**src/pkg/lsd_pkg.sv**
```systemverilog
// Constants and types for the LED sink driver fault-detection logic
package lsd_pkg;
    localparam int CHANNELS = 16;
    localparam int PAT_LEN = 5;
    localparam logic [4:0] PAT_ENABLE = 5'h1D;
    localparam logic [4:0] PAT_LATCH_ENTER = 5'h08;
    localparam logic [4:0] PAT_LATCH_LEAVE = 5'h00;
    localparam int DETECT_TIME_NS = 1000;
    localparam int CLK_PERIOD_NS = 10;
    localparam int DETECT_CYCLES = (DETECT_TIME_NS + CLK_PERIOD_NS - 1) / CLK_PERIOD_NS;
    localparam logic [15:0] RESET_DATA = 16'h0000;
    localparam logic [15:0] HEALTHY_ALL = 16'hFFFF;
    localparam logic [6:0] DETECT_CNT_MAX = 7'h64;

    typedef enum logic [1:0]
    {
        ST_IDLE    = 2'h0,
        ST_TESTING = 2'h1,
        ST_DONE    = 2'h3,
        ST_LOADED  = 2'h2
    } lsd_det_t;

    function automatic logic pattern_hit(input logic [4:0] en_hist,
                                         input logic [4:0] le_hist,
                                         input logic [4:0] le_pat);
        pattern_hit = (en_hist == PAT_ENABLE) && (le_hist == le_pat);
    endfunction
endpackage

```
**src/design/lsd_driver_top.sv**
```systemverilog
// LED sink driver digital core with fault detection and power-saving
`timescale 1ns/10ps
`default_nettype none
module lsd_driver_top
(
    input  wire logic        ref_clk_i,
    input  wire logic        resetn_i,
    input  wire logic        serial_in_i,
    input  wire logic        latch_mode_pin_i,
    input  wire logic        enable_mode_pin_i,
    input  wire logic [15:0] current_low_i,
    input  wire logic [15:0] voltage_high_i,
    output logic             serial_out_o,
    output logic      [15:0] led_sink_channel_o,
    output logic             power_save_o,
    output logic             detect_mode_o
);
    logic             mode;
    logic      [15:0] healthy;
    logic      [15:0] shift_reg;
    logic      [15:0] latch_reg;
    logic      [15:0] result_reg;
    logic      [6:0]  det_cnt;
    lsd_pkg::lsd_det_t det_state;
    logic             save;
    logic             mode_q;
    logic      [15:0] chan_q;

    logic      [15:0] next_shift_reg;
    logic      [15:0] next_latch_reg;
    logic      [15:0] next_result_reg;
    logic      [6:0]  next_det_cnt;
    lsd_pkg::lsd_det_t next_det_state;
    logic             next_save;
    logic      [15:0] next_chan;

    lsd_mode_detect u_mode
    (
        .ref_clk_i         (ref_clk_i),
        .resetn_i          (resetn_i),
        .enable_mode_pin_i (enable_mode_pin_i),
        .latch_mode_pin_i  (latch_mode_pin_i),
        .detect_mode_o     (mode)
    );

    lsd_fault_eval u_eval
    (
        .current_low_i  (current_low_i),
        .voltage_high_i (voltage_high_i),
        .healthy_o      (healthy)
    );

    always_comb
    begin
        next_shift_reg  = {shift_reg[14:0], serial_in_i};
        next_latch_reg  = latch_reg;
        next_result_reg = result_reg;
        next_det_cnt    = det_cnt;
        next_det_state  = det_state;
        // Latch is level sensitive; sampled per edge here
        if (latch_mode_pin_i)
        begin
            // Transparent latch also sees the bit shifted in at this edge
            next_latch_reg = {shift_reg[14:0], serial_in_i};
        end
        case (det_state)
            lsd_pkg::ST_IDLE:
            begin
                next_det_cnt = 7'h00;
                if (mode && !enable_mode_pin_i)
                begin
                    next_det_state = lsd_pkg::ST_TESTING;
                end
            end
            lsd_pkg::ST_TESTING:
            begin
                if (det_cnt != lsd_pkg::DETECT_CNT_MAX)
                begin
                    next_det_cnt = det_cnt + 7'h01;
                end
                // Results only trusted once the minimum test time has run
                if (enable_mode_pin_i)
                begin
                    next_det_state = (det_cnt == lsd_pkg::DETECT_CNT_MAX) ?
                                     lsd_pkg::ST_DONE : lsd_pkg::ST_IDLE;
                end
                else
                begin
                    next_result_reg = healthy;
                end
            end
            lsd_pkg::ST_DONE:
            begin
                next_shift_reg = result_reg;
                next_det_state = lsd_pkg::ST_LOADED;
            end
            lsd_pkg::ST_LOADED:
            begin
                if (!mode)
                begin
                    next_det_state = lsd_pkg::ST_IDLE;
                end
            end
            default:
            begin
                next_det_state = lsd_pkg::ST_IDLE;
            end
        endcase
        next_save = (next_latch_reg == lsd_pkg::RESET_DATA);
        // Channels on only with enable low; off during power-saving
        next_chan = (enable_mode_pin_i || next_save) ? 16'h0000 : next_latch_reg;
    end

    always_ff @(posedge ref_clk_i or negedge resetn_i)
    begin
        if (!resetn_i)
        begin
            shift_reg  <= lsd_pkg::RESET_DATA;
            latch_reg  <= lsd_pkg::RESET_DATA;
            result_reg <= lsd_pkg::HEALTHY_ALL;
            det_cnt    <= 7'h00;
            det_state  <= lsd_pkg::ST_IDLE;
            save       <= 1'b1;
            mode_q     <= 1'b0;
            chan_q     <= 16'h0000;
        end
        else
        begin
            shift_reg  <= next_shift_reg;
            latch_reg  <= next_latch_reg;
            result_reg <= next_result_reg;
            det_cnt    <= next_det_cnt;
            det_state  <= next_det_state;
            save       <= next_save;
            mode_q     <= mode;
            chan_q     <= next_chan;
        end
    end

    always_comb
    begin
        serial_out_o       = shift_reg[15];
        led_sink_channel_o = chan_q;
        power_save_o       = save;
        detect_mode_o      = mode_q;
    end
endmodule
`default_nettype wire

```
**src/design/lsd_mode_detect.sv**
```systemverilog
// Mode pattern recogniser for the enable and latch pins
`timescale 1ns/10ps
`default_nettype none
module lsd_mode_detect
(
    input  wire logic ref_clk_i,
    input  wire logic resetn_i,
    input  wire logic enable_mode_pin_i,
    input  wire logic latch_mode_pin_i,
    output logic      detect_mode_o
);
    logic [4:0] en_hist;
    logic [4:0] le_hist;
    logic       mode;
    logic [4:0] next_en_hist;
    logic [4:0] next_le_hist;
    logic       next_mode;

    always_comb
    begin
        // Newest sample enters at the top so bit 0 holds the first cycle
        next_en_hist = {enable_mode_pin_i, en_hist[4:1]};
        next_le_hist = {latch_mode_pin_i, le_hist[4:1]};
        next_mode    = mode;
        // History cleared on a hit so overlapping patterns cannot double count
        if (!mode && lsd_pkg::pattern_hit(next_en_hist, next_le_hist, lsd_pkg::PAT_LATCH_ENTER))
        begin
            next_mode    = 1'b1;
            next_en_hist = 5'h00;
            next_le_hist = 5'h00;
        end
        else if (mode && lsd_pkg::pattern_hit(next_en_hist, next_le_hist,
                                              lsd_pkg::PAT_LATCH_LEAVE))
        begin
            next_mode    = 1'b0;
            next_en_hist = 5'h00;
            next_le_hist = 5'h00;
        end
    end

    always_ff @(posedge ref_clk_i or negedge resetn_i)
    begin
        if (!resetn_i)
        begin
            en_hist <= 5'h00;
            le_hist <= 5'h00;
            mode    <= 1'b0;
        end
        else
        begin
            en_hist <= next_en_hist;
            le_hist <= next_le_hist;
            mode    <= next_mode;
        end
    end

    assign detect_mode_o = mode;
endmodule
`default_nettype wire

```
**src/design/lsd_fault_eval.sv**
```systemverilog
// Per-channel fault evaluation from analog comparator flags
`timescale 1ns/10ps
`default_nettype none
module lsd_fault_eval
(
    input  wire logic [15:0] current_low_i,
    input  wire logic [15:0] voltage_high_i,
    output logic      [15:0] healthy_o
);
    // Comparators decide the thresholds; a set flag means a fault
    always_comb
    begin
        healthy_o = ~(current_low_i | voltage_high_i);
    end
endmodule
`default_nettype wire

```
**config.mk**
```make
export PLATFORM = sky130hd
export DESIGN_NAME = lsd_driver_top
export DESIGN_NICKNAME = d
export VERILOG_FILES = /design/src/pkg/lsd_pkg.sv /design/src/design/lsd_driver_top.sv /design/src/design/lsd_mode_detect.sv /design/src/design/lsd_fault_eval.sv
export SDC_FILE = /design/constraint.sdc
export NUM_CORES = 1
export LEC_CHECK = 0
export BUFFER_PORTS_ARGS = -buffer_cell sky130_fd_sc_hd__buf_4
export CAP_MARGIN = 40
export CORE_MARGIN = 10
export CORE_UTILIZATION = 30
export DETAILED_ROUTE_END_ITERATION = 12
export PLACE_DENSITY = 0.56
export SYNTH_ARGS = -nofsm -noshare
export SYNTH_HDL_FRONTEND = slang
export SYNTH_SLANG_ARGS = --single-unit
```
**constraint.sdc**
```tcl
create_clock -name ref_clk_i -period 1.45 [get_ports ref_clk_i]
set_input_delay 0.3625 -clock ref_clk_i [delete_from_list [all_inputs] [get_ports ref_clk_i]]
set_output_delay 0.3625 -clock ref_clk_i [all_outputs]
set_load 0.02 [all_outputs]
```
# Yosys cells after proc, flatten, opt, wreduce, memory -nomap -nowiden
# Cells that the tools add are included.
dict set report word_totals {
  elab_cells 58
  regBits 86
  input_bits 37
  output_inout_bits 19
}
dict set report op_classes {
  bitwise_logic 3
  muxes 16
  eq_ne 11
  reduce_logical 16
  n_addsub 1
}
# cell n
set ops {}
lappend ops {{$mux W16} 3}
lappend ops {{$mux W5} 4}
lappend ops {{$logic_not A16 Y1} 1}
lappend ops {{$not A16 Y16} 1}
lappend ops {{$or A16 B16 Y16} 1}
lappend ops {{$pmux W7 S2} 1}
lappend ops {{$mux W2} 4}
lappend ops {{$ne A2 B2 Y1 const B} 4}
lappend ops {{$pmux W2 S4} 1}
lappend ops {{$add A7 B1 Y7 const B} 1}
lappend ops {{$eq A7 B7 Y1 const B} 1}
lappend ops {{$mux W7} 1}
lappend ops {{$ne A7 B7 Y1 const B} 1}
lappend ops {{$eq A5 B4 Y1 const B} 1}
lappend ops {{$eq A5 B5 Y1 const B} 1}
lappend ops {{$logic_and A1 B1 Y1} 5}
lappend ops {{$logic_not A5 Y1} 1}
lappend ops {{$eq A2 B2 Y1 const B} 2}
lappend ops {{$reduce_and A2 Y1} 2}
lappend ops {{$reduce_bool A2 Y1} 2}
lappend ops {{$reduce_and A3 Y1} 1}
lappend ops {{$eq A2 B1 Y1 const B} 1}
lappend ops {{$logic_not A1 Y1} 2}
lappend ops {{$logic_not A2 Y1} 1}
lappend ops {{other kinds (3)} 4}

# Longest topological paths before layout
# Gate-level depths: netlist of the first run.
dict set report depth {
  depth_word 5
  ltp_mapped 6
  depth_no_buf 5
}

# Hierarchy
# Synthesis of the first run repeated with hierarchy kept, for this count alone.
dict set report hier_totals {
  hier_cells 246
  area_unflattened_um2 3314.4
}
# mod seq_area_each_um2 area_per_inst_um2 cells_per_inst n_inst
set modules_own_cells {}
lappend modules_own_cells {lsd_driver_top 1898.1 2931.6 206 1}
lappend modules_own_cells {lsd_mode_detect 225.2 322.8 24 1}
lappend modules_own_cells {lsd_fault_eval 0.0 60.1 16 1}

# Worst setup path before layout of the first run
# No wires, ideal clock.
dict set report synth_path {
  path_type {register to register}
  startpoint {register det_cnt[0]}
  endpoint {register det_cnt[1]}
  period_less_slack_ns 1.484
  n_path_buf 0
  required_ns 1.328
  arrival_time_ns 1.363
  setup_time_ns 0.122
  stages_incl_launch_ff 6
  path_slack_ns -0.034
  path_cell_list {dfrtp_1 inv_1 ha_1 nand4_1 or3_1 a32o_1}
}
dict set report synth_via {
  elab_chain_len 3
  elab_cells_between_ends 6
  classes_between {add/sub (1); eq/ne (2); mux (2); reduce/logical (1)}
}
# element line
set synth_lines {}
lappend synth_lines {{start, declared} lsd_driver_top.sv:23} ;# logic [6:0] det_cnt;
lappend synth_lines {{start signal, assigned} lsd_driver_top.sv:132} ;# det_cnt <= next_det_cnt;
lappend synth_lines {{$add A7 B1 Y7 / $ne A7 B7 Y1 (equally long branches)} {lsd_driver_top.sv:79, lsd_driver_top.sv:77}}
lappend synth_lines {{$mux W7 / $ne A2 B2 Y1 (equally long branches)} n/a}
lappend synth_lines {{$pmux W7 S2 / $reduce_and A2 Y1 (equally long branches)} n/a}
# Several ways; a longest one is shown, not always the timed one. The select of a mux whose other input is x is not followed.
# A chain may end at the register's enable or synchronous reset.

# Worst setup path in the final report of the first run
# Same ends and word-level chain as after synthesis.

==> run_results.csv, run 1 <==
group,metric,value,unit
run_status,status,"complete, but fails checks",
run_status,failed_checks,"negative setup slack",
finish,antenna_cells,0,
timing,skew,0.00600,ns
floorplanning,initial_utilization,0.309,
routing,num_vias,2113,
placement,dp_hpwl,5250,µm
timing,period_share,1.02,
worst_setup_path,startpoint_type,"flop",
yosys,ys_seq_area_frac,0.632,
yosys,synth-seq-cells,84,
global_route,antenna_found_initial,0,
worst_setup_path,worst_r2r_path_depth,5,
floorplanning,die_h,126,µm
worst_setup_path,end_kind,"flop",
clocking,numCtsBuffers,9,
floorplanning,coreArea,10900,µm²
timing,worst_slew_pin_slew,0.400,ns
yosys,yosys_warnings,0,
routing,drt_wl_total,7050,µm
worst_setup_path,crit_required,1.68,ns
yosys,yosysMostFrequentCell,"dfrtp_1",
worst_setup_path,r2r_slack,-0.03,ns
timing,relSlewSlack,0.733,
pwr,fin_total_pwr,4810,µW
routing,avgRoutedWirePerCell,15.1,µm
yosys,synth_cell_type_count,41,
routing,drt_iter0_markers,134,
routing,vias_per_cell,4.53,
worst_setup_path,worstPathMaxFanout,3,
yosys,avgSynthCellArea,13.4,µm²
clocking,cts_tree,"built",
yosys,syn_area,3360,µm²
timing,hold_violations,0,
finish,syn_to_final_growth,27.2,%
yosys,synth_top_cell_area_share,0.499,
floorplanning,rows,38,
timing,worst_slack,-0.0252,ns
finish,final_cells,466,
hold_path,whs_endpoint,"result_reg[4]$_DFFE_PN1N_",
timing,setup_viol,2,
clocking,cts.sinks,84,
yosys,synthTopCellsByCount,"67 x dfrtp_1, 29 x mux2_2, 23 x nand2_1",
pwr,p_per_area,1130,nW/µm²
placement,portBuffers,55,
flow_run,cap_violations,0,
yosys,ys.flop_type,"dfrtp_1",
pwr,power_leakage,0.00189,µW
timing,setup_tns,-0.0382,ns
clocking,htreeDepth,3,
routing,drt_pass1_iterations,4,
timing,fmax,678,MHz
clocking,clkTransAtPathRegs,0.08,ns
placement,placedCellCount,448,
worst_setup_path,worstSetupPathType,"flop to flop",
worst_setup_path,cp_cell_sequence,"inv_2, ha_1, nand4_1, or3_4, a32o_1",
floorplanning,ios,56,
timing,rsz0062_at_grt,"true",
worst_setup_path,cp_slowest_cell,"dfrtp_1",
placement,place_area,4050,µm²
finish,post-route-cell-area,4280,µm²
routing,ant_nets,0,
timing,period_needed,1.48,ns
global_route,grt_pass1_wl,11800,µm
worst_setup_path,regToRegStartpoint,"det_cnt[0]$_DFFE_PN0P_",
worst_setup_path,arrival,1.71,ns
timing,drv_slew,0,
clocking,clk_latency,0.34,ns
floorplanning,fp.dieArea,15800,µm²
worst_setup_path,slowest_delay,0.39,ns
placement,gp_congestion,0.729,
yosys,syn_nets,290,
yosys,synth_edf_count,0,
global_route,grt_pass1_vias,2376,
finish,utilization,0.393,
finish,layout.nets,360,
finish,n_fill_cell,1039,
hold_path,hold_depth,2,
hold_path,hp-class,"input pin to flop",
pwr,vdd_ir_drop_max,0.585,mV
yosys,synth_top_area_cell,"dfrtp_1",
floorplanning,chipWidth,126,µm
yosys,ys_async_sr_fraction,1.00,
global_route,grt_use_total,0.0905,
yosys,synthTopCellsByArea,"dfrtp_1 50%, dfstp_2 13%, mux2_2 9.7%",
hold_path,hold_start,"current_low_i[4]",
clocking,cts-root-buf,"clkbuf_8",
yosys,netlist_instances,251,
routing,drc,0,
worst_setup_path,r2r_end,"det_cnt[1]$_DFFE_PN0P_",
clocking,clock_path_buffers,2,
global_route,grt_max_degree,33,
finish,drive_above_1_share,0.475,
global_route,overflow,0,
metal layers:
| metal | wire length, µm | global-route usage | up-vias | share of wire |
|---|---|---|---|---|
| met2 | 3010 | 0.131 | 56 | 0.43 |
| met1 | 3590 | 0.123 | 1024 | 0.51 |
| met4 | 71 | 0.0221 | 0 | 0.010 |
| li1 | - | - | 1026 | - |
| met5 | 0 | 0 | - | 0 |
| met3 | 377 | 0.0365 | 7 | 0.053 |
worst max-delay path, delay by kind of cell, from the launching register on:
kind | cells | cell delay (ns)
and+or+nand+nor | 2 | 0.49
DFF | 1 | 0.39
AOI/OAI and AO/OA | 1 | 0.26
buffers and inverters | 1 | 0.07
adders and majority gates | 1 | 0.15
power by group:
part	internal [µW]	total (µW)	switching, µW
Sequential	2570	2670	97.2
Combinational	287	560	273
Clock	783	1580	801
cell usage in the layout, fill, tap and decap left out, drive strengths merged, types with 2 or more instances in the layout:
cell    Yosys  routed
buf        10      75
dfrtp      67      67
mux2       29      29
nand2      23      23
o31ai      18      18
dfstp      17      17
clkbuf      7      14
nor2b      13      13
inv         9      10
nand4       6       6
nor2        6       6
mux2i       5       5
nand3       4       4
nor3        3       3
and2        3       3
nor4        3       3
a21oi       3       3
o211ai      3       3
or4         2       2
ha          2       2
metrics by stage:
stage | worst slack (ns) | hold slack [ns]
2_1_floorplan | -0.0345 | 0.0669
3_3_place_gp | 0.0352 | 0.318
3_5_place_dp | -0.0255 | 0.324
4_1_cts | -0.00547 | 0.124
5_1_grt | -0.0521 | 0.120
6_report | -0.0252 | 0.147
worst max path at each step:
stage | endpoint | depth (start not counted) | from
final | det_cnt[1]$_DFFE_PN0P_ | 5 | det_cnt[0]$_DFFE_PN0P_
after CTS | det_cnt[1]$_DFFE_PN0P_ | 5 | det_cnt[0]$_DFFE_PN0P_
after global placement | det_cnt[1]$_DFFE_PN0P_ | 5 | det_cnt[0]$_DFFE_PN0P_
after global routing | det_cnt[1]$_DFFE_PN0P_ | 5 | det_cnt[0]$_DFFE_PN0P_
after detailed placement | det_cnt[1]$_DFFE_PN0P_ | 5 | det_cnt[0]$_DFFE_PN0P_
after floorplan | det_cnt[1]$_DFFE_PN0P_ | 5 | det_cnt[0]$_DFFE_PN0P_
kinds of logic (layout without fill, tap and decap cells):
group	after synthesis	in the layout	share of synthesized area
AND/OR/NAND/NOR	71	71	0.112
buffers and inverters	26	101	0.0387
XOR/XNOR	1	1	0.00261
adder cells (fa/ha/maj)	2	2	0.00744
AO/OA/AOI/OAI	33	33	0.0956
flip-flops	84	84	0.632
multiplexers	34	34	0.112
what timing repair did:
| item | CTS | global route |
|---|---|---|
| hold buffers | 1 | 0 |
| setup endpoints to repair | 3 | 6 |
| resized for setup | 4 | 2 |
| endpoints found under the hold margin | 18 | 0 |
| setup buffers | 0 | 1 |
layout make-up:
cell class / instances / area, µm² / share of cell area
clock buffers: 14 / 174 / 0.0407
clock inverters: 2 / 16.3 / 0.00380
inverters: 9 / 33.8 / 0.00790
multi-input cells: 141 / 1130 / 0.265
flip-flops and latches: 84 / 2120 / 0.496
well taps: 140 / 175 / 0.0409
repair buffers: 76 / 623 / 0.146
No activity file was read; power rests on OpenSTA's default activity.
==> run 2, diff against run 1 <==
REMOVE_ABC_BUFFERS = 1   (was default)
==> run 2 against run 1 <==
  * The run still ends with negative setup slack left
  * First-iteration DRC count shrank 15%
  * Core utilization up 0.64 points
  * Clock skew increased by 0.0016 ns
  * Total power is 9.3% higher
  * Combinational power about the same
  * Final cell count decreased by 0.64%
  * Via count is 1.2% higher
  * Hold slack lost 0.014 ns
  * Critical path depth grew 1
  * Flip-flop and latch count unchanged
  * Critical path type unchanged
  * Critical endpoint is now det_cnt[0]$_DFFE_PN0P_
  * Largest cell class unchanged
  * Largest power group unchanged
==> run_results.csv, run 2 (same netlist as run 1, synthesis figures left out) <==
group,metric,value,unit
worst_setup_path,startpoint_type,"flop",
timing,worst_slew_pin_slew,0.366,ns
hold_path,whs_endpoint,"result_reg[3]$_DFFE_PN1N_",
timing,fmax,688,MHz
run_status,failed_checks,"negative setup slack",
finish,final_cells,463,
finish,mostFrequentLayoutCells,"67 x dfrtp_1, 67 x buf_4, 29 x mux2_2, 23 x nand2_1, 17 x dfstp_2",
global_route,grt_pass1_wl,12000,µm
worst_setup_path,regToRegStartpoint,"det_cnt[0]$_DFFE_PN0P_",
worst_setup_path,crit_required,1.70,ns
global_route,grt_use_total,0.0939,
floorplanning,rows,38,
routing,vias_per_cell,4.62,
timing,hold_violations,0,
worst_setup_path,worstSetupPathType,"flop to flop",
flow_run,cap_violations,0,
placement,placedCellCount,444,
floorplanning,fp.dieArea,15800,µm²
floorplanning,chipWidth,126,µm
routing,drt_iter0_markers,114,
timing,rsz0062_at_grt,"true",
hold_path,hold_depth,2,
pwr,p_per_area,1210,nW/µm²
worst_setup_path,arrival,1.71,ns
clocking,cts.sinks,84,
placement,dp_hpwl,5140,µm
worst_setup_path,end_kind,"flop",
clocking,clkTransAtPathRegs,0.08,ns
clocking,numCtsBuffers,9,
finish,antenna_cells,0,
worst_setup_path,worstPathMaxFanout,4,
global_route,overflow,0,
worst_setup_path,r2r_end,"det_cnt[0]$_DFFE_PN0P_",
placement,place_area,4030,µm²
timing,worst_slack,-0.00418,ns
global_route,grt_max_degree,33,
clocking,cts_tree,"built",
worst_setup_path,slowest_delay,0.41,ns
timing,period_needed,1.45,ns
timing,period_share,1.00,
global_route,antenna_found_initial,0,
worst_setup_path,r2r_slack,-0.004,ns
finish,post-route-cell-area,4350,µm²
worst_setup_path,cp_slowest_cell,"dfrtp_1",
finish,multi_input_area,1150,µm²
routing,avgRoutedWirePerCell,15.4,µm
pwr,fin_total_pwr,5260,µW
floorplanning,ios,56,
pwr,vdd_ir_drop_max,0.598,mV
global_route,grt_pass1_vias,2389,
run_status,status,"complete, but fails checks",
routing,drt_wl_total,7140,µm
timing,hold_ws,0.133,ns
routing,drt_pass1_iterations,4,
floorplanning,die_h,126,µm
placement,gp_congestion,0.785,
pwr,power_leakage,0.00191,µW
timing,setup_viol,1,
timing,relSlewSlack,0.754,
timing,skew,0.00758,ns
finish,n_fill_cell,1055,
clocking,clk_latency,0.36,ns
placement,portBuffers,55,
finish,drive_above_1_share,0.480,
routing,ant_nets,0,
floorplanning,coreArea,10900,µm²
finish,layout.nets,357,
routing,num_vias,2138,
clocking,htreeDepth,3,
floorplanning,initial_utilization,0.309,
hold_path,hold_start,"current_low_i[3]",
finish,syn_to_final_growth,29.3,%
clocking,clock_path_buffers,2,
hold_path,hp-class,"input pin to flop",
timing,setup_tns,-0.00418,ns
clocking,cts-root-buf,"clkbuf_8",
routing,drc,0,
worst_setup_path,worst_r2r_path_depth,6,
timing,drv_slew,0,
worst_setup_path,cp_cell_sequence,"inv_2, ha_4, nand4_1, buf_4, o311a_1, a21o_1",
finish,seqCellArea,2120,µm²
==> run 2: what timing repair did <==
action,in CTS,in global routing
pin swaps,3,2
endpoints found under the setup margin,4,6
hold buffers,1,0
buffers inserted,1,1
gates resized for setup,9,0
endpoints found under the hold margin,11,0
gates cloned,0,0
==> run 2: how the worst max path moves through the flow <==
stage,to,start,slack [ns]
5_1_grt,det_cnt[0]$_DFFE_PN0P_,det_cnt[0]$_DFFE_PN0P_,-0.09
6_report,det_cnt[0]$_DFFE_PN0P_,det_cnt[0]$_DFFE_PN0P_,-0.004
4_1_cts,det_cnt[1]$_DFFE_PN0P_,det_cnt[0]$_DFFE_PN0P_,-0.03
3_5_place_dp,det_cnt[1]$_DFFE_PN0P_,det_cnt[0]$_DFFE_PN0P_,-0.07
3_3_place_gp,det_cnt[1]$_DFFE_PN0P_,det_cnt[0]$_DFFE_PN0P_,0.02
2_1_floorplan,result_reg[11]$_DFFE_PN1N_,det_state[1]$_DFFE_PN0P_,-0.20
==> run 2: power by group <==
| part | total (µW) | switching (µW) | internal [µW] |
|---|---|---|---|
| Clock | 2030 | 799 | 1240 |
| Combinational | 560 | 273 | 287 |
| Sequential | 2670 | 95.3 | 2570 |
| Total | 5260 | 1170 | 4090 |
==> run 2: layer usage <==
metal  vias to the layer above  routed length, µm  global-route usage  part of all wire
li1                       1019                  -                   -                 -
met1                      1058               3160               0.112              0.44
met2                        48               3460               0.147              0.49
met3                        13                391              0.0382             0.055
met4                         0                126              0.0402             0.018
met5                         -                  0                   0                 0
==> run 2: worst max-delay path, delay by kind of cell, from the launching register on <==
family / cells / cell delay [ns]
and+or+nand+nor: 1 / 0.12
DFF: 1 / 0.41
adders and majority gates: 1 / 0.12
AOI/OAI and AO/OA: 2 / 0.43
buffers and inverters: 2 / 0.27
==> run 2: final cells by class <==
class,instances,share of cell area
Clock buffer,12,0.0357
Clock inverter,4,0.0219
Inverter,9,0.00777
Multi-Input combinational cell,141,0.265
Sequential cell,84,0.488
Tap cell,140,0.0403
Timing Repair Buffer,73,0.141
==> run 2: through the flow <==
| stage | utilization | setup WS [ns] |
|---|---|---|
| finish | 0.399 | -0.00418 |
| global placement | 0.370 | 0.0157 |
| floorplan | - | -0.198 |
| global route | 0.399 | -0.0889 |
| detailed placement | 0.370 | -0.0732 |
| CTS | 0.399 | -0.0337 |
==> run 3, diff against run 2 <==
CELL_PAD_IN_SITES_DETAIL_PLACEMENT = 0   (was default)
CELL_PAD_IN_SITES_GLOBAL_PLACEMENT = 1   (was default)
CTS_CLUSTER_SIZE = 8   (was default)
PLACE_DENSITY = 0.64   (was 0.56)
==> run 3 against run 2 <==
  * The flow still finishes with violations (negative setup slack)
  * Global-route usage about the same
  * Clock skew up 0.0089 ns
  * Sequential power about the same
  * Final cell count up 1.5%
==> run_results.csv, run 3 (same netlist as run 1, synthesis figures left out) <==
group,metric,value,unit
run_status,status,"complete, but fails checks",
run_status,failed_checks,"negative setup slack",
worst_setup_path,end_kind,"flop",
clocking,cts-root-buf,"clkbuf_8",
finish,final_cells,470,
floorplanning,rows,38,
global_route,grt_use_total,0.0943,
flow_run,cap_violations,0,
floorplanning,die_h,126,µm
timing,setup_viol,2,
placement,dp_hpwl,5100,µm
global_route,antenna_found_initial,0,
routing,ant_nets,0,
timing,period_share,1.03,
routing,drt_iter0_markers,60,
finish,mostFrequentLayoutCells,"74 x buf_4, 67 x dfrtp_1, 29 x mux2_2, 23 x nand2_1, 17 x dfstp_2",
timing,relSlewSlack,0.745,
routing,vias_per_cell,4.57,
routing,drc,0,
pwr,p_sw_frac,0.247,
timing,period_needed,1.50,ns
clocking,cts_tree,"built",
timing,skew,0.0165,ns
pwr,p_per_area,1100,nW/µm²
global_route,grt_max_degree,33,
timing,hold_violations,0,
global_route,overflow,0,
floorplanning,initial_utilization,0.309,
clocking,numCtsBuffers,9,
pwr,clockPowerShare,0.320,
worst_setup_path,crit_required,1.69,ns
routing,avgRoutedWirePerCell,15.2,µm
routing,drt_pass1_iterations,4,
placement,placedCellCount,450,
finish,syn_to_final_growth,28.5,%
timing,rsz0062_at_grt,"true",
timing,drv_slew,0,
finish,drive_above_1_share,0.488,
worst_setup_path,arrival,1.74,ns
pwr,p_sw,1170,µW
floorplanning,ios,56,
worst_setup_path,worstPathMaxFanout,3,
floorplanning,chipWidth,126,µm
clocking,clock_path_buffers,2,
pwr,power_leakage,0.00191,µW
timing,worst_slack,-0.0471,ns
finish,layout.nets,364,
clocking,clk_latency,0.36,ns
floorplanning,fp.dieArea,15800,µm²
hold_path,hp-class,"input pin to flop",
clocking,cts.sinks,84,
global_route,grt_pass1_wl,12100,µm
routing,num_vias,2146,
pwr,seqPwrFrac,0.560,
finish,final_common_cell,"buf_4",
floorplanning,coreArea,10900,µm²
clocking,htreeDepth,3,
timing,fmax,668,MHz
placement,portBuffers,55,
pwr,intPower,3580,µW
global_route,grt_pass1_vias,2366,
worst_setup_path,r2r_slack,-0.05,ns
finish,antenna_cells,0,
worst_setup_path,startpoint_type,"flop",
pwr,vdd_ir_drop_max,0.571,mV
clocking,clkTransAtPathRegs,0.08,ns
pwr,p_comb_frac,0.119,
timing,setup_tns,-0.0913,ns
timing,worst_slew_pin_slew,0.379,ns
routing,drt_wl_total,7160,µm
placement,gp_congestion,0.837,
worst_setup_path,worstSetupPathType,"flop to flop",
## run 3: critical path, stage by stage (launching register included)
cell	delay, ns
dfrtp_1	0.40
inv_2	0.07
ha_1	0.14
nand4_1	0.15
or3_4	0.38
a32o_1	0.26
## run 3: final cells by class
cell class                      count  area (µm²)
Clock buffer                       13         159
Clock inverter                      3        21.3
Fill cell                        1040        6570
Inverter                            9        33.8
Multi-Input combinational cell    141        1150
Sequential cell                    84        2120
Tap cell                          140         175
Timing Repair Buffer               80         657
## run 3: final timing paths
| check | start | depth (start not counted) | end |
|---|---|---|---|
| max | det_cnt[0]$_DFFE_PN0P_ | 5 | det_cnt[1]$_DFFE_PN0P_ |
| min | current_low_i[2] | 2 | result_reg[2]$_DFFE_PN1N_ |
| max reg2reg | det_cnt[0]$_DFFE_PN0P_ | 5 | det_cnt[1]$_DFFE_PN0P_ |
| min reg2reg | u_mode.le_hist[3]$_DFF_PN0_ | 0 | u_mode.le_hist[2]$_DFF_PN0_ |
| max in group asynchronous | resetn_i | 3 | result_reg[11]$_DFFE_PN1N_ |
| min in group asynchronous | resetn_i | 2 | led_sink_channel_o[3]$_DFF_PN0_ |
## run 3: layer usage
metal	global-route usage	vias up	part of all wire
met5	0	-	0
met4	0.0442	0	0.018
met3	0.0273	9	0.043
met2	0.145	51	0.48
met1	0.119	1053	0.46
li1	-	1033	-
## run 3: power groups by stage
stage                     Clock [µW]  Combinational, µW  Sequential, µW
after detailed placement           0                572            2710
after global placement             0                564            2710
final                           1520                568            2670
after CTS                       1600                578            2670
after floorplan                    0                217            2730
after global routing            1710                629            2690
## run 3: per-stage QoR
step / hold slack (ns) / power [µW] / setup WS [ns] / area (µm²) / util
final: 0.139 / 4760 / -0.0471 / 4320 / 0.397
after global routing: 0.116 / 5030 / -0.0891 / 4320 / 0.397
after CTS: 0.119 / 4850 / -0.000193 / 4280 / 0.393
after detailed placement: 0.286 / 3280 / -0.0547 / 4060 / 0.373
after global placement: 0.287 / 3270 / 0.00975 / 4060 / 0.373
after floorplan: 0.0669 / 2940 / -0.198 / 3270 / -
## run 3: timing repair
action / in CTS / in global routing
gates resized for setup: 3 / 6
hold buffers: 1 / 0
endpoints found under the setup margin: 2 / 13
endpoints found under the hold margin: 8 / 0
pin swaps: 0 / 1
setup buffers: 2 / 1
